<file path="src/shared/intc_pkg.sv">
// Shared constants for the interrupt and low-power controller.
// Assumes a 32-bit APB master and a 100 MHz clock.
package intc_pkg;
	localparam int NSRC = 12;
	localparam int STACK_DEPTH = 12;
	// Source index, 0 is highest priority after reset.
	localparam int SRC_PWD = 0;
	localparam int SRC_SEL = 1;
	localparam int SRC_LVB = 2;
	localparam int SRC_LVA = 3;
	localparam int SRC_SATX = 4;
	localparam int SRC_SARX = 5;
	localparam int SRC_EDGE = 6;
	localparam int SRC_DMA = 7;
	localparam int SRC_SBTX = 8;
	localparam int SRC_SBRX = 9;
	localparam int SRC_TMR = 10;
	localparam int SRC_SW = 11;
	localparam logic [13:0] VEC_RESET = 14'h0000;
	localparam logic [13:0] VEC_SW = 14'h0030;
	localparam logic [13:0] VEC_TABLE [NSRC] = '{14'h002C, 14'h0004, 14'h0008,
		14'h000C, 14'h0010, 14'h0014, 14'h0018, 14'h001C, 14'h0020, 14'h0024,
		14'h0028, VEC_SW};
	// Register byte offsets.
	localparam logic [7:0] OFF_MASK = 8'h00;
	localparam logic [7:0] OFF_CTRL = 8'h04;
	localparam logic [7:0] OFF_FORCE = 8'h08;
	localparam logic [7:0] OFF_CMD = 8'h0C;
	localparam logic [7:0] OFF_STATUS = 8'h10;
	localparam logic [7:0] OFF_PEND = 8'h14;
	// Control register fields.
	localparam int CTRL_SEL_EDGE = 0;
	localparam int CTRL_ALTA_EDGE = 1;
	localparam int CTRL_ALTB_EDGE = 2;
	localparam int CTRL_NEST = 3;
	localparam int CTRL_XTAL_OFF = 4;
	localparam int CTRL_CONTEXT = 5;
	localparam logic [5:0] CTRL_RESET = 6'h00;
	localparam logic [11:0] MASK_RESET = 12'h000;
	// Command register bits, self-clearing.
	localparam int CMD_ENA = 0;
	localparam int CMD_DIS = 1;
	localparam int CMD_IDLE = 2;
	localparam int CMD_RTI = 3;
	localparam int CMD_PWD_FORCE = 4;
	localparam int CMD_DIV_LO = 8;
	// Wake timing in input-clock cycles; input clock is half the cycle rate.
	localparam int WAKE_FAST_IN = 400;
	localparam int WAKE_XTAL_IN = 4096;
	localparam int CYC_PER_IN = 2;
	localparam int WAKE_FAST_CYC = WAKE_FAST_IN * CYC_PER_IN;
	localparam int WAKE_XTAL_CYC = WAKE_XTAL_IN * CYC_PER_IN;
endpackage

</file>
<file path="src/shared/stk_if.sv">
// Push and pop port of the status stack.
// Assumes one master and one stack on the same clock.
`timescale 1ns/1ns
`default_nettype none
interface stk_if;
	logic push;
	logic pop;
	logic [31:0] wdata;
	logic [31:0] rdata;
	logic full;
	logic empty;
	modport master(output push, output pop, output wdata, input rdata, input full, input empty);
	modport stack(input push, input pop, input wdata, output rdata, output full, output empty);
endinterface
`default_nettype wire

</file>
<file path="src/design/status_stack.sv">
// Hardware stack of saved status words.
// Assumes the master never pushes when full nor pops when empty.
`timescale 1ns/1ns
`default_nettype none
module status_stack #(
	parameter int DEPTH = 12
) (
	input wire logic clk_in,
	input wire logic rstn_in,
	stk_if.stack s
);
	logic [31:0] mem_ff [DEPTH];
	logic [3:0] ptr_ff;
	wire do_push = s.push && !s.full;
	wire do_pop = s.pop && !s.empty;
	assign s.full = (ptr_ff == 4'(DEPTH));
	assign s.empty = (ptr_ff == 4'h0);
	assign s.rdata = s.empty ? 32'h00000000 : mem_ff[ptr_ff - 4'h1];
	always_ff @(posedge clk_in or negedge rstn_in) begin
		if (!rstn_in) begin
			ptr_ff <= 4'h0;
		end else if (do_push) begin
			ptr_ff <= ptr_ff + 4'h1;
		end else if (do_pop) begin
			ptr_ff <= ptr_ff - 4'h1;
		end
	end
	always_ff @(posedge clk_in) begin
		if (do_push) begin
			mem_ff[ptr_ff[3:0]] <= s.wdata;
		end
	end
endmodule
`default_nettype wire

</file>
<file path="src/design/intc_lowpower.sv">
// Interrupt controller and low-power control for a DSP sequencer.
// Assumes pins are asynchronous, APB on clk_in, sequencer takes vectors.
// What this block does
// - Twelve sources plus reset, fixed priority.
// - Pin vectors 0004, 0008, 000C.
// - Serial vectors 0010, 0014, 0020, 0024.
// - Reset 0000, DMA 001C, timer 0028.
// - Pending AND mask, highest wins.
// - Power-down and reset are nonmaskable.
// - Control bit selects nesting or sequential.
// - Mask write blocks interrupts one cycle.
// - Three pins selectable edge or level.
// - Edge pin forceable; level pins pure level.
// - Force/clear register is write-only.
// - Twelve-deep stack saves status on entry.
// - Global enable/disable gates all servicing.
// - Global enable set after reset.
// - Power-down wake in 400 input cycles.
// - Oscillator off means 4096-cycle wait.
// - Power-down from pin or force, edge.
// - Acknowledge in power-down; reset ends it.
// - Context bit selects resume or clear.
// - Idle waits for unmasked interrupt.
// - Divided idle slows clock 16 to 128.
// - Divided idle wake waits up to n.
`timescale 1ns/1ns
`default_nettype none
module intc_lowpower
	import intc_pkg::*;
#(
	parameter int WAKE_XTAL = WAKE_XTAL_CYC,
	parameter int WAKE_FAST = WAKE_FAST_CYC
) (
	input wire logic clk_in,
	input wire logic rstn_in,
	input wire logic psel_in,
	input wire logic penable_in,
	input wire logic pwrite_in,
	input wire logic [7:0] paddr_in,
	input wire logic [31:0] pwdata_in,
	output logic [31:0] prdata_out,
	output logic pready_out,
	output logic pslverr_out,
	input wire logic ext_selectable_int_n_in,
	input wire logic ext_level_int_a_n_in,
	input wire logic ext_level_int_b_n_in,
	input wire logic ext_edge_int_n_in,
	input wire logic serial_alt_int_a_n_in,
	input wire logic serial_alt_int_b_n_in,
	input wire logic powerdown_request_pin_n_in,
	input wire logic serial_alt_mode_in,
	input wire logic [5:0] internal_int_in,
	input wire logic [31:0] status_in,
	output logic int_take_out,
	output logic [13:0] vector_out,
	output logic [31:0] status_restore_out,
	output logic context_clear_out,
	output logic run_out,
	output logic cycle_clock_output_out,
	output logic powerdown_ack_out
);
	typedef enum {ST_RUN, ST_IDLE, ST_WAKEDIV, ST_PWD, ST_WAKEUP} pstate_t;
	// Two-flop synchronisers for the seven pins, all active low.
	logic [6:0] pin_s1_ff;
	logic [6:0] pin_s2_ff;
	logic [6:0] pin_s3_ff;
	wire [6:0] pin_raw = {powerdown_request_pin_n_in, serial_alt_int_b_n_in,
		serial_alt_int_a_n_in, ext_edge_int_n_in, ext_level_int_b_n_in,
		ext_level_int_a_n_in, ext_selectable_int_n_in};
	always_ff @(posedge clk_in or negedge rstn_in) begin
		if (!rstn_in) begin
			pin_s1_ff <= 7'h7F;
			pin_s2_ff <= 7'h7F;
			pin_s3_ff <= 7'h7F;
		end else begin
			pin_s1_ff <= pin_raw;
			pin_s2_ff <= pin_s1_ff;
			pin_s3_ff <= pin_s2_ff;
		end
	end
	wire [6:0] pin_lvl = ~pin_s2_ff;
	wire [6:0] pin_fall = ~pin_s2_ff & pin_s3_ff;
	// Registers.
	logic [11:0] mask_ff;
	logic [5:0] ctrl_ff;
	logic gie_ff;
	logic mask_block_ff;
	logic [11:0] latch_ff;
	logic [11:0] active_ff;
	pstate_t state_ff;
	logic [13:0] wait_ff;
	logic [7:0] div_ff;
	logic [7:0] divcnt_ff;
	logic ckout_ff;
	logic take_ff;
	logic [13:0] vec_ff;
	logic [31:0] restore_ff;
	logic ctxclr_ff;
	logic [31:0] prdata_ff;
	logic pslverr_ff;
	stk_if stk();
	status_stack #(.DEPTH(STACK_DEPTH)) u_stack (
		.clk_in(clk_in),
		.rstn_in(rstn_in),
		.s(stk)
	);
	// APB decode; single-cycle access phase.
	wire apb_acc = psel_in && penable_in;
	wire apb_wr = apb_acc && pwrite_in;
	wire hit_mask = (paddr_in == OFF_MASK);
	wire hit_ctrl = (paddr_in == OFF_CTRL);
	wire hit_force = (paddr_in == OFF_FORCE);
	wire hit_cmd = (paddr_in == OFF_CMD);
	wire hit_stat = (paddr_in == OFF_STATUS);
	wire hit_pend = (paddr_in == OFF_PEND);
	wire hit_any = hit_mask | hit_ctrl | hit_force | hit_cmd | hit_stat | hit_pend;
	wire wr_mask = apb_wr && hit_mask;
	wire wr_force = apb_wr && hit_force;
	wire wr_cmd = apb_wr && hit_cmd;
	wire cmd_ena = wr_cmd && pwdata_in[CMD_ENA];
	wire cmd_dis = wr_cmd && pwdata_in[CMD_DIS];
	wire cmd_idle = wr_cmd && pwdata_in[CMD_IDLE];
	wire cmd_rti = wr_cmd && pwdata_in[CMD_RTI];
	wire cmd_pwd = wr_cmd && pwdata_in[CMD_PWD_FORCE];
	wire [3:0] cmd_div = pwdata_in[CMD_DIV_LO +: 4];
	wire [11:0] frc_set = wr_force ? pwdata_in[11:0] : 12'h000;
	wire [11:0] frc_clr = wr_force ? pwdata_in[27:16] : 12'h000;
	// The two level-only pins cannot be forced; every other source can.
	wire [11:0] frc_ok = ~((12'h001 << SRC_LVA) | (12'h001 << SRC_LVB));
	// Raw request per source; edge-mode sources are latched, level ones are live.
	wire alt_a = serial_alt_mode_in;
	wire [11:0] edge_mode;
	wire [11:0] edge_ev;
	wire [11:0] lvl_req;
	assign edge_mode = {
		1'b1,
		1'b1,
		alt_a & ctrl_ff[CTRL_ALTA_EDGE],
		alt_a & ctrl_ff[CTRL_ALTB_EDGE],
		1'b1,
		1'b1,
		1'b1,
		1'b1,
		1'b0,
		1'b0,
		ctrl_ff[CTRL_SEL_EDGE],
		1'b1
	};
	assign edge_ev = edge_mode & {
		1'b0,
		internal_int_in[5],
		alt_a & pin_fall[4],
		alt_a & pin_fall[5],
		internal_int_in[2],
		pin_fall[3],
		internal_int_in[3],
		internal_int_in[4],
		1'b0,
		1'b0,
		pin_fall[0],
		pin_fall[6]
	};
	assign lvl_req = ~edge_mode & {
		1'b0,
		1'b0,
		alt_a ? pin_lvl[4] : internal_int_in[0],
		alt_a ? pin_lvl[5] : internal_int_in[1],
		1'b0,
		1'b0,
		1'b0,
		1'b0,
		pin_lvl[1],
		pin_lvl[2],
		pin_lvl[0],
		1'b0
	};
	wire [11:0] pending = latch_ff | lvl_req;
	wire [11:0] eff_mask = mask_ff | 12'h001;
	wire [11:0] unmasked = pending & eff_mask;
	// Fixed priority, index 0 highest.
	logic [3:0] win_idx;
	logic win_vld;
	always_comb begin
		win_idx = 4'h0;
		win_vld = 1'b0;
		for (int i = NSRC - 1; i >= 0; i--) begin
			if (unmasked[i]) begin
				win_idx = 4'(i);
				win_vld = 1'b1;
			end
		end
	end
	// Nesting admits only sources above the highest active one; when index 0 is active with others, the next active one sets the limit.
	logic [11:0] above_active;
	always_comb begin
		above_active = 12'h000;
		for (int i = 0; i < NSRC; i++) begin
			if (active_ff[i] && above_active == 12'h000) begin
				above_active = 12'((13'h0001 << i) - 13'h0001);
			end
		end
	end
	wire any_active = |active_ff;
	wire nest_ok = !any_active || (ctrl_ff[CTRL_NEST] && above_active[win_idx]);
	wire can_take = win_vld && gie_ff && !mask_block_ff && nest_ok && !stk.full;
	wire run_state = (state_ff == ST_RUN);
	wire take = can_take && run_state && !cmd_rti;
	wire wake_ev = win_vld && gie_ff && !mask_block_ff;
	wire [11:0] win_onehot = take ? 12'(13'h0001 << win_idx) : 12'h000;
	logic [11:0] rti_clr;
	always_comb begin
		rti_clr = 12'h000;
		for (int i = NSRC - 1; i >= 0; i--) begin
			if (active_ff[i]) begin
				rti_clr = 12'(13'h0001 << i);
			end
		end
	end
	assign stk.push = take;
	assign stk.pop = cmd_rti && !stk.empty;
	assign stk.wdata = status_in;
	// Set wins over clear: hardware edge and software force override clear.
	always_ff @(posedge clk_in or negedge rstn_in) begin
		if (!rstn_in) begin
			latch_ff <= 12'h000;
			active_ff <= 12'h000;
		end else begin
			latch_ff <= (latch_ff & ~frc_clr & ~win_onehot) | edge_ev
				| (frc_set & frc_ok);
			active_ff <= (active_ff & ~(stk.pop ? rti_clr : 12'h000)) | win_onehot;
		end
	end
	always_ff @(posedge clk_in or negedge rstn_in) begin
		if (!rstn_in) begin
			mask_ff <= MASK_RESET;
			ctrl_ff <= CTRL_RESET;
			gie_ff <= 1'b1;
			mask_block_ff <= 1'b0;
		end else begin
			if (wr_mask) begin
				mask_ff <= pwdata_in[11:0];
			end
			if (apb_wr && hit_ctrl) begin
				ctrl_ff <= pwdata_in[5:0];
			end
			if (cmd_ena) begin
				gie_ff <= 1'b1;
			end else if (cmd_dis) begin
				gie_ff <= 1'b0;
			end
			mask_block_ff <= wr_mask;
		end
	end
	// Low-power sequencer.
	wire [7:0] div_sel = (cmd_div == 4'h1) ? 8'd16 : (cmd_div == 4'h2) ? 8'd32 :
		(cmd_div == 4'h3) ? 8'd64 : (cmd_div == 4'h4) ? 8'd128 : 8'd1;
	wire pwd_go = cmd_pwd && active_ff[SRC_PWD];
	always_ff @(posedge clk_in or negedge rstn_in) begin
		if (!rstn_in) begin
			state_ff <= ST_RUN;
			wait_ff <= 14'h0000;
			div_ff <= 8'd1;
			divcnt_ff <= 8'h00;
			ckout_ff <= 1'b0;
			ctxclr_ff <= 1'b0;
		end else begin
			divcnt_ff <= (divcnt_ff + 8'h01 >= div_ff) ? 8'h00 : divcnt_ff + 8'h01;
			if (divcnt_ff == 8'h00) begin
				ckout_ff <= !ckout_ff;
			end
			case (state_ff)
				ST_RUN: begin
					ctxclr_ff <= 1'b0;
					if (pwd_go) begin
						state_ff <= ST_PWD;
					end else if (cmd_idle) begin
						state_ff <= ST_IDLE;
						div_ff <= div_sel;
					end
				end
				ST_IDLE: begin
					if (wake_ev) begin
						state_ff <= ST_WAKEDIV;
						wait_ff <= 14'(div_ff - 8'h01) - 14'(divcnt_ff);
					end
				end
				ST_WAKEDIV: begin
					if (wait_ff == 14'h0000) begin
						state_ff <= ST_RUN;
						div_ff <= 8'd1;
					end else begin
						wait_ff <= wait_ff - 14'h0001;
					end
				end
				ST_PWD: begin
					if (pin_fall[6] || wr_force && frc_set[SRC_PWD]) begin
						state_ff <= ST_WAKEUP;
						wait_ff <= ctrl_ff[CTRL_XTAL_OFF] ? 14'(WAKE_XTAL - 1) : 14'(WAKE_FAST - 1);
					end
				end
				ST_WAKEUP: begin
					if (wait_ff == 14'h0000) begin
						state_ff <= ST_RUN;
						ctxclr_ff <= ctrl_ff[CTRL_CONTEXT];
					end else begin
						wait_ff <= wait_ff - 14'h0001;
					end
				end
				default: state_ff <= ST_RUN;
			endcase
		end
	end
	// Sequencer outputs.
	always_ff @(posedge clk_in or negedge rstn_in) begin
		if (!rstn_in) begin
			take_ff <= 1'b0;
			vec_ff <= VEC_RESET;
			restore_ff <= 32'h00000000;
		end else begin
			take_ff <= take;
			if (take) begin
				vec_ff <= VEC_TABLE[win_idx];
			end
			if (stk.pop) begin
				restore_ff <= stk.rdata;
			end
		end
	end
	// APB read data; force/clear reads zero.
	wire [31:0] rd_mux = hit_mask ? {20'h00000, mask_ff} :
		hit_ctrl ? {26'h0000000, ctrl_ff} :
		hit_stat ? {16'h0000, 4'(state_ff), 3'h0, gie_ff, div_ff} :
		hit_pend ? {4'h0, active_ff, 4'h0, pending} : 32'h00000000;
	always_ff @(posedge clk_in or negedge rstn_in) begin
		if (!rstn_in) begin
			prdata_ff <= 32'h00000000;
			pslverr_ff <= 1'b0;
		end else begin
			prdata_ff <= (psel_in && !penable_in && !pwrite_in) ? rd_mux : prdata_ff;
			pslverr_ff <= psel_in && !penable_in && !hit_any;
		end
	end
	assign prdata_out = prdata_ff;
	assign pready_out = 1'b1;
	assign pslverr_out = apb_acc && pslverr_ff;
	assign int_take_out = take_ff;
	assign vector_out = vec_ff;
	assign status_restore_out = restore_ff;
	assign context_clear_out = ctxclr_ff;
	assign run_out = run_state;
	assign cycle_clock_output_out = ckout_ff;
	assign powerdown_ack_out = (state_ff == ST_PWD);
endmodule
`default_nettype wire

</file>
<file path="config.mk">
export PLATFORM = sky130hd
export DESIGN_NAME = intc_lowpower
export DESIGN_NICKNAME = d
export VERILOG_FILES = /design/src/shared/intc_pkg.sv /design/src/shared/stk_if.sv /design/src/design/status_stack.sv /design/src/design/intc_lowpower.sv
export SDC_FILE = /design/constraint.sdc
export NUM_CORES = 1
export LEC_CHECK = 0
export ABC_AREA = 0
export CAP_MARGIN = 20
export CORE_MARGIN = 5
export CORE_UTILIZATION = 68
export CTS_CLUSTER_DIAMETER = 150
export DETAILED_ROUTE_END_ITERATION = 12
export DONT_BUFFER_PORTS = 1
export GPL_TIMING_DRIVEN = 0
export PLACE_DENSITY_LB_ADDON = 0.05
export SYNTH_ARGS = -nofsm -noshare
export SYNTH_HDL_FRONTEND = slang
export SYNTH_SLANG_ARGS = --single-unit
</file>
<file path="constraint.sdc">
create_clock -name clk_in -period 19.9 [get_ports clk_in]
set_clock_uncertainty 0.05 [all_clocks]
set_input_delay 0.995 -clock clk_in [delete_from_list [all_inputs] [get_ports clk_in]]
set_output_delay 0.995 -clock clk_in [all_outputs]
set_load 0.05 [all_outputs]
</file>
==> results.yml, run 1 <==
clocking:
  cts_buffers: 52
  cts_resized: 0
  cts.path.max_buffers: 3
  root_buffer: "clkbuf_16"
  cts_hold_buf: 0
  ctsHtreeMaxLevel: 2
  post_cts_buffers: 0
  clk_latency_ps: 620
  cts.clk_slew.worst_paths_ps: 70
  cts_sinks: 548
  cts_tree: "yes"
layout:
  final_common_cell: "edfxtp_1"
  antenna_cells: 0
  final_util: 0.7722
  drive_above_1_share: 0.1805
  final_cell_mix: "384 x edfxtp_1, 172 x nand2_1, 143 x dfrtp_1"
  fill_cells: 1806
  regArea_mm2: 0.01566
  final_nets: 1749
  multi_input_area_mm2: 0.006843
  area_delta_synth_final_pct: 12.42
hold_path:
  min_path_type: "input port to async pin"
synth:
  syn_avg_cell_area_um2: 15.05
  ys_ff_latch: 548
  yosysSeqAreaShare: 0.6816
  syn_area_mm2: 0.02298
  synth-edff-count: 384
  yosysWarnings: 0
  syn_inst: 1527
  async_flop_share: 0.2993
  synthFlopType: "edfxtp_1"
  synth_cell_type_count: 82
drt:
  viasPerCell: 6.745
  vias: 14350
  routed_wl_mm: 59.11
  first_pass_iters: 5
  postRouteAntennaNets: 0
  drt_iter0_drc: 1409
  post-route-drc-count: 0
  post_drt_wl_per_cell_um: 27.79
floorplanning:
  initial_utilization: 0.6869
  dieArea_mm2: 0.03756
  coreArea_mm2: 0.03345
  dieWidth_um: 193.8
  rows: 67
  dieHeight_um: 193.8
  io_pins: 176
place:
  port_buffers: 0
  gp_congestion: 0.9067
  dpl.hpwl_mm: 37.41
run:
  max_cap_violations: 0
critical_path:
  worst_setup_path_start_kind: "flip-flop"
  crit_path_max_fanout: 10
  r2r_slack_ps: 14080
  worstReg2RegEnd: "status_restore_out[10]$_DFFE_PN0P_"
  cpPeakStageDelay_ps: 780
  critical_path.slowest_cell: "clkbuf_1"
  crit_chain: "clkbuf_1, clkbuf_1, clkbuf_1, inv_1, ha_1, clkbuf_1, clkbuf_1, clkbuf_1, mux4_2, o21ai_0, o21ai_1"
  crit_top_cell: "clkbuf_1"
  setup.worst_path.start: "u_stack.ptr_ff[0]$_DFFE_PN0P_"
  rr_worst_depth: 11
  critPathCaptureType: "flip-flop"
  crit_arrival_ps: 6260
  cp.required_ps: 20340
  worstSetupPathType: "flip-flop to flip-flop"
  r2r_start: "u_stack.ptr_ff[0]$_DFFE_PN0P_"
global_route:
  antenna_found_initial: 0
  overflow: 0
  grt_pass1_vias: 14580
  grt_usage: 0.3096
  grt_max_degree: 165
  grt_pass1_wl_mm: 88.84
timing:
  fin_tns_setup_ps: 0
  worst_pin_slew_ps: 1096
  setup_viol: 0
  fmax_ghz: 0.1719
  rsz0062_at_grt: "no"
  fin_crit_ps: 5818
  finalHoldViolations: 0
  slew_viol_final: 0
  worst_hold_slack_ps: 25.38
  fin_crit_sh: 0.2923
  relSlewSlack: 0.2696
power:
  ir_worst_vdd_v: 0.00009595
  p_per_area_mw_per_mm2: 97.23
  leakage_nw: 9.123
outcome:
  status: "complete, no violations"
[metal layers]
metal	share of wire	track usage	vias to the layer above
li1	-	-	6057
met1	0.37	0.4104	7222
met2	0.50	0.5174	936
met3	0.10	0.07437	131
met4	0.032	0.1005	0
met5	0	0	-
[cells by family after synthesis]
group / Yosys count / share of synthesized area
adders and majority gates: 22 / 0.01231
and+or+nand+nor: 363 / 0.07363
xor gates and xnor gates: 22 / 0.008386
buffers and inverters: 132 / 0.02483
muxes: 147 / 0.1173
DFF: 548 / 0.6816
other: 2 / 0.0003269
AOI/OAI and AO/OA: 291 / 0.08158
[state kept, by name, summed over array words and instances (netlist names), 3 cells and up]
register and cells:
active_ff 12, ctrl_ff 6, div_ff 5, divcnt_ff 8, latch_ff 12, mask_ff 12, pin_s1_ff 7, pin_s2_ff 7
pin_s3_ff 5, prdata_out 27, state_ff 3, status_restore_out 32, u_stack.mem_ff 384, u_stack.ptr_ff 4, vector_out 4, wait_ff 14
[cells in the mapped netlist (10+ instances only)]
| master | n | area (um^2) |
|---|---|---|
| edfxtp_1 | 384 | 11530 |
| nand2_1 | 172 | 645.6 |
| dfrtp_1 | 143 | 3578 |
| o21ai_0 | 101 | 505.5 |
| mux4_2 | 96 | 2162 |
| nor2_1 | 62 | 232.7 |
| clkbuf_1 | 60 | 225.2 |
| a21oi_1 | 39 | 195.2 |
| inv_1 | 39 | 146.4 |
| mux2i_1 | 33 | 330.3 |
| o21ai_1 | 27 | 135.1 |
| dfstp_2 | 21 | 551.8 |
| ha_1 | 21 | 262.8 |
| nor3_1 | 21 | 105.1 |
| and3_1 | 18 | 112.6 |
| nand3_1 | 18 | 90.09 |
| buf_4 | 16 | 120.1 |
| mux2_2 | 16 | 180.2 |
| xnor2_1 | 16 | 140.1 |
| o31ai_1 | 15 | 112.6 |
| a31oi_1 | 12 | 75.07 |
| nor2b_1 | 12 | 75.07 |
| nor4_1 | 12 | 75.07 |
| a21o_1 | 10 | 75.07 |
[worst max path at each step]
stage                                         end  slack, ps  depth (start not counted)
3_5_place_dp   status_restore_out[10]$_DFFE_PN0P_      14190                         11
3_3_place_gp     u_stack.mem_ff[11][21]$_DFFE_PP_       8660                         11
4_1_cts        status_restore_out[10]$_DFFE_PN0P_      14050                         11
6_report       status_restore_out[10]$_DFFE_PN0P_      14080                         11
2_1_floorplan     u_stack.mem_ff[10][0]$_DFFE_PP_      13320                         11
5_1_grt          u_stack.mem_ff[10][30]$_DFFE_PP_      13790                         14
[critical path, delay by kind of cell, from the launching register on]
kind	cells	cell delay, ps
AO/OA/AOI/OAI	2	590
adder cells (fa/ha/maj)	1	350
buffers and inverters	7	3850
flip-flops	1	420
multiplexers	1	420
[area by class of cell]
| type | count | share of cell area |
|---|---|---|
| Clock buffer | 80 | 0.05997 |
| Buffer | 92 | 0.01628 |
| Sequential cell | 548 | 0.6064 |
| Timing Repair Buffer | 41 | 0.01788 |
| Clock inverter | 17 | 0.007073 |
| Multi-Input combinational cell | 861 | 0.2649 |
| Tap cell | 448 | 0.02170 |
| Inverter | 40 | 0.005813 |
[stage by stage]
| step | instance area [um^2] | cells | power (mW) | setup slack, ps |
|---|---|---|---|---|
| floorplan | 23030 | 1541 | 1.474 | 13320 |
| global placement | 23590 | 1989 | 1.524 | 8663 |
| detailed placement | 24020 | 2025 | 1.536 | 14190 |
| CTS | 25750 | 2122 | 2.511 | 14050 |
| global route | 25830 | 2127 | 2.595 | 13790 |
| finish | 25830 | 2127 | 2.511 | 14080 |
[report_power, final]
part	total, mW	internal, mW	switching, mW
Clock	0.992	0.565	0.428
Sequential	1.27	1.24	0.0288
Combinational	0.245	0.0944	0.151
Total	2.51	1.90	0.607
No activity file was read; power rests on OpenSTA's default activity.
==> run 2: changes to the inputs <==
--- a/config.mk
+++ b/config.mk
@@ -5,10 +5,10 @@
 export SDC_FILE = /design/constraint.sdc
 export NUM_CORES = 1
 export LEC_CHECK = 0
-export ABC_AREA = 0
+export ABC_AREA = 1
 export CAP_MARGIN = 20
 export CORE_MARGIN = 5
-export CORE_UTILIZATION = 68
+export CORE_UTILIZATION = 63
 export CTS_CLUSTER_DIAMETER = 150
 export DETAILED_ROUTE_END_ITERATION = 12
 export DONT_BUFFER_PORTS = 1
==> constraint.sdc (replaced) <==
create_clock -name clk_in -period 5.8 [get_ports clk_in]
set_clock_uncertainty 0.05 [all_clocks]
set_input_delay 0.29 -clock clk_in [delete_from_list [all_inputs] [get_ports clk_in]]
set_output_delay 0.29 -clock clk_in [all_outputs]
set_load 0.05 [all_outputs]
==> results.yml, run 2 <==
synth:
  synthFlopType: "edfxtp_1"
  synth_commonest_cells: "384 x edfxtp_1, 294 x nor2_1, 268 x nand2_1"
  syn_avg_cell_area_um2: 11.05
  yosysMostFrequentCell: "edfxtp_1"
  synth_compound_area_frac: 0.1386
  synthXorXnorAreaFrac: 0.005255
  yosysTopAreaCell: "edfxtp_1"
  synth-edff-count: 384
  synthAdderAreaFrac: 0.01212
  syn_inst: 2111
  yosysWarnings: 0
  synth_top_family_by_area: "compound AO/OA/AOI/OAI gates"
  synthSimpleGateAreaFrac: 0.1215
  ys_ff_latch: 548
  async_flop_share: 0.2993
  yosysSeqAreaShare: 0.6712
  syn_area_mm2: 0.02333
  synth_top_cells_by_area: "edfxtp_1 49%, dfrtp_1 15%, o21ai_0 5.5%, nor2_1 4.7%, nand2_1 4.3%"
  synth.area.mux_share: 0
  synth_cell_type_count: 49
  synth_top_area_frac: 0.4942
clocking:
  cts_buffers: 54
  cts_sinks: 548
  clk_latency_ps: 620
  cts.clk_slew.worst_paths_ps: 60
  cts_hold_buf: 83
  cts_tree: "yes"
  root_buffer: "clkbuf_16"
  cts.path.max_buffers: 3
  post_cts_buffers: 0
  cts_resized: 0
  ctsHtreeMaxLevel: 2
power:
  p_switching_mw: 2.461
  p_clk_frac: 0.390
  ir_worst_vdd_v: 0.0002931
  p_per_area_mw_per_mm2: 342.4
  leakage_nw: 10.86
  pwr-share-seq: 0.475
  p_sw_frac: 0.2635
  intPower_mw: 6.878
  combPwrFrac: 0.134
critical_path:
  worstSetupPathType: "flip-flop to flip-flop"
  critPathCaptureType: "flip-flop"
  cp.required_ps: 6310
  crit_path_max_fanout: 12
  crit_arrival_ps: 5530
  worst_setup_path_start_kind: "flip-flop"
layout:
  final_cell_mix: "384 x edfxtp_1, 293 x nor2_1, 268 x nand2_1"
  area_delta_synth_final_pct: 16.89
  largest_reg_flops: 384
  final_area_mm2: 0.02727
  drive_above_1_share: 0.08614
  final_util: 0.7450
  final_common_cell: "edfxtp_1"
  fill_cells: 2411
  final_nets: 2412
timing:
  fin_crit_ps: 5019
  worst_pin_slew_ps: 1030
  finalHoldViolations: 0
  slew_viol_final: 0
  relSlewSlack: 0.3096
  fin_crit_sh: 0.8654
  fmax_ghz: 0.1992
  worst_slack_ps: 780.6
  fin_tns_setup_ps: 0
  worst_hold_slack_ps: 52.23
  setup_viol: 0
  rsz0062_at_grt: "no"
floorplanning:
  initial_utilization: 0.6373
  dieWidth_um: 202.4
  io_pins: 176
  rows: 70
  dieArea_mm2: 0.04098
  coreArea_mm2: 0.03661
  dieHeight_um: 202.4
global_route:
  grt_usage: 0.3189
  grt_max_degree: 165
  grt_pass1_vias: 17460
  grt_pass1_wl_mm: 100.7
  overflow: 0
  antenna_found_initial: 1
outcome:
  status: "complete, no violations"
drt:
  viasPerCell: 6.199
  post-route-drc-count: 0
  drt_iter0_drc: 1955
  postRouteAntennaNets: 0
  routed_wl_mm: 65.95
  vias: 17450
  first_pass_iters: 5
  post_drt_wl_per_cell_um: 23.43
place:
  port_buffers: 0
  dpl_cell_area_mm2: 0.02455
  gp_congestion: 0.9727
  dpl.hpwl_mm: 43.70
  post-place-ws_ps: 861.1
run:
  max_cap_violations: 0
hold_path:
  min_path_type: "input port to flip-flop"
run 2: power by group through the flow:
stage / Combinational, mW / Sequential, mW / Clock, mW
6_report: 1.26 / 4.44 / 3.64
5_1_grt: 1.43 / 4.45 / 3.84
4_1_cts: 1.24 / 4.44 / 3.66
3_5_place_dp: 1.13 / 4.52 / 0
3_3_place_gp: 1.08 / 4.52 / 0
2_1_floorplan: 0.885 / 4.50 / 0
run 2: logic make-up (layout without fill, tap and decap cells):
kind of cell               Yosys count  count (layout)
and+or+nand+nor                    685             685
DFF                                548             548
AOI/OAI and AO/OA                  546             546
buffers and inverters              294             514
adders and majority gates           22              22
xor gates and xnor gates            14              14
other                                2              18
run 2: worst max-delay path, stage by stage (launching register included):
cell	delay [ps]
dfrtp_1	540
clkbuf_1	290
inv_1	320
clkbuf_1	560
clkbuf_1	520
ha_1	460
inv_1	240
clkbuf_1	510
clkbuf_1	610
o21ai_0	230
o22ai_1	200
nand2_1	80
a21oi_1	230
a21o_1	110
run 2: per-layer routing:
| metal | share of wire | GRT usage |
|---|---|---|
| met5 | 0 | 0 |
| met4 | 0.043 | 0.1387 |
| met3 | 0.10 | 0.06883 |
| met2 | 0.48 | 0.5172 |
| met1 | 0.38 | 0.4218 |
run 2: path summary, 6_finish.rpt:
kind | slack [ps] | end | cells after the start | start
min reg2reg | 310 | pin_s2_ff[1]$_DFF_PN1_ | 0 | pin_s1_ff[1]$_DFF_PN1_
max in group asynchronous | 4630 | status_restore_out[13]$_DFFE_PN0P_ | 2 | rstn_in
min | 50 | latch_ff[9]$_DFF_PN0_ | 6 | serial_alt_mode_in
max | 780 | status_restore_out[2]$_DFFE_PN0P_ | 13 | u_stack.ptr_ff[0]$_DFFE_PN0P_
min in group asynchronous | 350 | status_restore_out[27]$_DFFE_PN0P_ | 2 | rstn_in
max reg2reg | 780 | status_restore_out[2]$_DFFE_PN0P_ | 13 | u_stack.ptr_ff[0]$_DFFE_PN0P_
run 2: stage by stage:
stage / std cells / power (mW)
6_report: 2815 / 9.340
3_3_place_gp: 2593 / 5.598
2_1_floorplan: 2125 / 5.380
3_5_place_dp: 2628 / 5.645
5_1_grt: 2814 / 9.726
4_1_cts: 2813 / 9.344
run 2: final cells by class:
class,count,area [um^2],share of cell area
repair buffers,118,1361,0.04991
clock inverters,23,321.6,0.01179
flip-flops and latches,548,15660,0.5742
well taps,468,585.6,0.02147
clock buffers,79,1546,0.05670
inverters,178,668.1,0.02450
plain buffers,116,521.8,0.01913
multi-input cells,1283,6603,0.2421
diodes,2,5.005,0.0001835
==> run 3: changes to the inputs <==
--- a/config.mk
+++ b/config.mk
@@ -8,7 +8,7 @@
 export ABC_AREA = 1
 export CAP_MARGIN = 20
 export CORE_MARGIN = 5
-export CORE_UTILIZATION = 63
+export CORE_UTILIZATION = 64
 export CTS_CLUSTER_DIAMETER = 150
 export DETAILED_ROUTE_END_ITERATION = 12
 export DONT_BUFFER_PORTS = 1
@@ -16,4 +16,5 @@
 export PLACE_DENSITY_LB_ADDON = 0.05
 export SYNTH_ARGS = -nofsm -noshare
 export SYNTH_HDL_FRONTEND = slang
+export SYNTH_HIERARCHICAL = 1
 export SYNTH_SLANG_ARGS = --single-unit
==> results.yml, run 3 <==
place:
  dpl.hpwl_mm: 43.24
  port_buffers: 0
  dp_cells: 2947
  gp_congestion: 0.8965
critical_path:
  crit_buf_inv: 10
  r2r_start: "u_stack/ptr_ff[0]$_DFFE_PN0P_"
  crit_arrival_ps: 4710
  worstReg2RegEnd: "u_stack/mem_ff[3][4]$_DFFE_PP_"
  crit_chain: "buf_6, inv_4, buf_6, buf_8, buf_2, ha_1, buf_4, nand2_1, nor2_1, nor4_2, nand2_4, inv_2, inv_1, nor4_2, buf_4, buf_4"
  crit_top_cell: "buf_4"
  cpPeakStageDelay_ps: 780
  critical_path.slowest_cell: "nor4_2"
  crit_path_max_fanout: 11
  worst_setup_path_start_kind: "flip-flop"
  critPathCaptureType: "flip-flop"
  worstSetupPathType: "flip-flop to flip-flop"
  rr_worst_depth: 16
  cp.required_ps: 6070
  path_delay_family: "simple AND/OR/NAND/NOR gates"
  r2r_slack_ps: 1360
hold_path:
  min-delay-start: "serial_alt_mode_in"
  min_path_type: "input port to flip-flop"
  whs_path_depth: 6
  hold_end: "prdata_out[9]$_DFFE_PN0P_"
floorplanning:
  dieHeight_um: 204.9
  rows: 71
  coreArea_mm2: 0.03758
  io_pins: 176
  initial_utilization: 0.6471
  dieWidth_um: 204.9
  dieArea_mm2: 0.04199
layout:
  final_cell_mix: "641 x nand2_1, 384 x edfxtp_1, 276 x nor2_1"
  multi_input_area_mm2: 0.007358
  final_util: 0.7422
  stdcell_count: 3133
  fill_cells: 2643
  final_nets: 2689
  largest_reg_flops: 384
  area_delta_synth_final_pct: 14.70
  regArea_mm2: 0.01566
  final_common_cell: "nand2_1"
  drive_above_1_share: 0.1064
synth:
  syn_area_mm2: 0.02432
  synth-edff-count: 384
  ys_ff_latch: 548
  yosysMostFrequentCell: "nand2_1"
  synth_top_cells_by_area: "edfxtp_1 47%, dfrtp_1 15%, nand2_1 9.9%, nor2_1 4.3%, nand3_1 4.2%"
  syn_avg_cell_area_um2: 10.11
  yosysTopAreaCell: "edfxtp_1"
  async_flop_share: 0.2993
  yosysSeqAreaShare: 0.6441
  syn_inst: 2405
  yosysWarnings: 6
  synth_cell_type_count: 59
  synth_commonest_cells: "641 x nand2_1, 384 x edfxtp_1, 280 x nor2_1"
  synth_top_area_frac: 0.4742
  synthFlopType: "edfxtp_1"
timing:
  setup_viol: 0
  rsz0062_at_grt: "no"
  fin_crit_sh: 0.7661
  fin_crit_ps: 4444
  finalHoldViolations: 0
  relSlewSlack: 0.3004
  worst_hold_slack_ps: 57.12
  fmax_ghz: 0.2250
  worst_pin_slew_ps: 1041
  slew_viol_final: 0
global_route:
  grt_usage: 0.3168
  overflow: 0
  grt_pass1_vias: 17900
  grt_max_degree: 165
  grt_pass1_wl_mm: 101.4
  antenna_found_initial: 2
clocking:
  cts_tree: "yes"
  clk_latency_ps: 610
  cts.path.max_buffers: 3
  cts_buffers: 55
  root_buffer: "clkbuf_16"
  cts.clk_slew.worst_paths_ps: 60
  post_cts_buffers: 0
  ctsHtreeMaxLevel: 2
  cts_sinks: 548
power:
  p_sw_frac: 0.2140
  intPower_mw: 6.334
  pwr-share-seq: 0.527
  ir_worst_vdd_v: 0.0002550
  combPwrFrac: 0.037
  leakage_nw: 11.56
  p_clk_frac: 0.435
  p_switching_mw: 1.725
  p_per_area_mw_per_mm2: 288.9
drt:
  routed_wl_mm: 66.70
  first_pass_iters: 6
  post_drt_wl_per_cell_um: 21.29
  post-route-drc-count: 0
  vias: 18270
  postRouteAntennaNets: 0
  viasPerCell: 5.831
  drt_iter0_drc: 1932
outcome:
  status: "complete, no violations"
run:
  max_cap_violations: 0
==> run 3: changes by cell type after synthesis, sizes merged, moves of 31 or more <==
cell    change
buf        +57
o211ai     -31
nand2     +383
o221ai     -34
nand3     +160
a21o       -32
clkbuf     -55
o21ai     -110
o22ai      -60
==> run 3: area by class of cell <==
type / count / share of cell area
timing repair buffer: 100 / 0.03773
sequential: 548 / 0.5616
clock buffer: 78 / 0.05653
clock inverter: 24 / 0.007313
inverter: 187 / 0.02535
buffer: 118 / 0.02467
multi-input combinational: 1566 / 0.2638
tap: 511 / 0.02293
antenna: 1 / 0.00008973
==> run 3: how the worst max path moves through the flow <==
stage | start | to | slack [ps] | depth (start not counted)
3_5_place_dp | u_stack/ptr_ff[0]$_DFFE_PN0P_ | u_stack/mem_ff[3][6]$_DFFE_PP_ | 1470 | 16
4_1_cts | u_stack/ptr_ff[0]$_DFFE_PN0P_ | u_stack/mem_ff[3][4]$_DFFE_PP_ | 1420 | 16
6_report | u_stack/ptr_ff[0]$_DFFE_PN0P_ | u_stack/mem_ff[3][4]$_DFFE_PP_ | 1360 | 16
5_1_grt | u_stack/ptr_ff[0]$_DFFE_PN0P_ | u_stack/mem_ff[4][19]$_DFFE_PP_ | 1260 | 16
2_1_floorplan | u_stack/ptr_ff[0]$_DFFE_PN0P_ | u_stack/mem_ff[3][0]$_DFFE_PP_ | 10 | 14
3_3_place_gp | u_stack/ptr_ff[0]$_DFFE_PN0P_ | u_stack/mem_ff[3][16]$_DFFE_PP_ | -3630 | 14
==> run 3: layer usage <==
layer	global-route usage	wire [um]	up-vias
li1	-	-	8401
met1	0.4089	25310	8688
met2	0.5352	32480	985
met3	0.06665	6400	191
met4	0.1172	2492	2
met5	0	13	-
==> run 3: what timing repair did <==
| action | 4_1_cts | 5_1_grt |
|---|---|---|
| hold buffers | 83 | 0 |
| gates resized for setup | 0 | 0 |
| endpoints found under the hold margin | 596 | 0 |
==> run 3: through the flow <==
step                      area, um^2  setup slack, ps  power (mW)  TNS (ps)
after floorplan                24370            10.42       4.466         0
after global placement         25010            -3628       4.512   -258190
after detailed placement       25260             1473       4.516         0
after CTS                      27890             1425       8.088         0
after global routing           27890             1261       8.294         0
final                          27890             1356       8.058         0
==> run 3: power groups by stage <==
stage | registers (mW) | logic (mW) | clock network (mW)
finish | 4.25 | 0.301 | 3.51
global route | 4.25 | 0.326 | 3.72
CTS | 4.25 | 0.294 | 3.55
detailed placement | 4.33 | 0.187 | 0
global placement | 4.33 | 0.184 | 0
floorplan | 4.32 | 0.141 | 0
==> run 3: worst register-to-register path: cells and delay by family (launching register included) <==
family,cells,cell delay (ps)
AND/OR/NAND/NOR,5,1730
adder cells (fa/ha/maj),1,240
buffers and inverters,10,1720
flip-flops,1,410
==> run 3: cells by family after synthesis <==
logic type / share of synthesized area
buffers and inverters: 0.05737
adder cells (fa/ha/maj): 0.01163
flip-flops: 0.6441
AO/OA/AOI/OAI: 0.06880
XOR/XNOR: 0.005661
other: 0.0003089
AND/OR/NAND/NOR: 0.2122
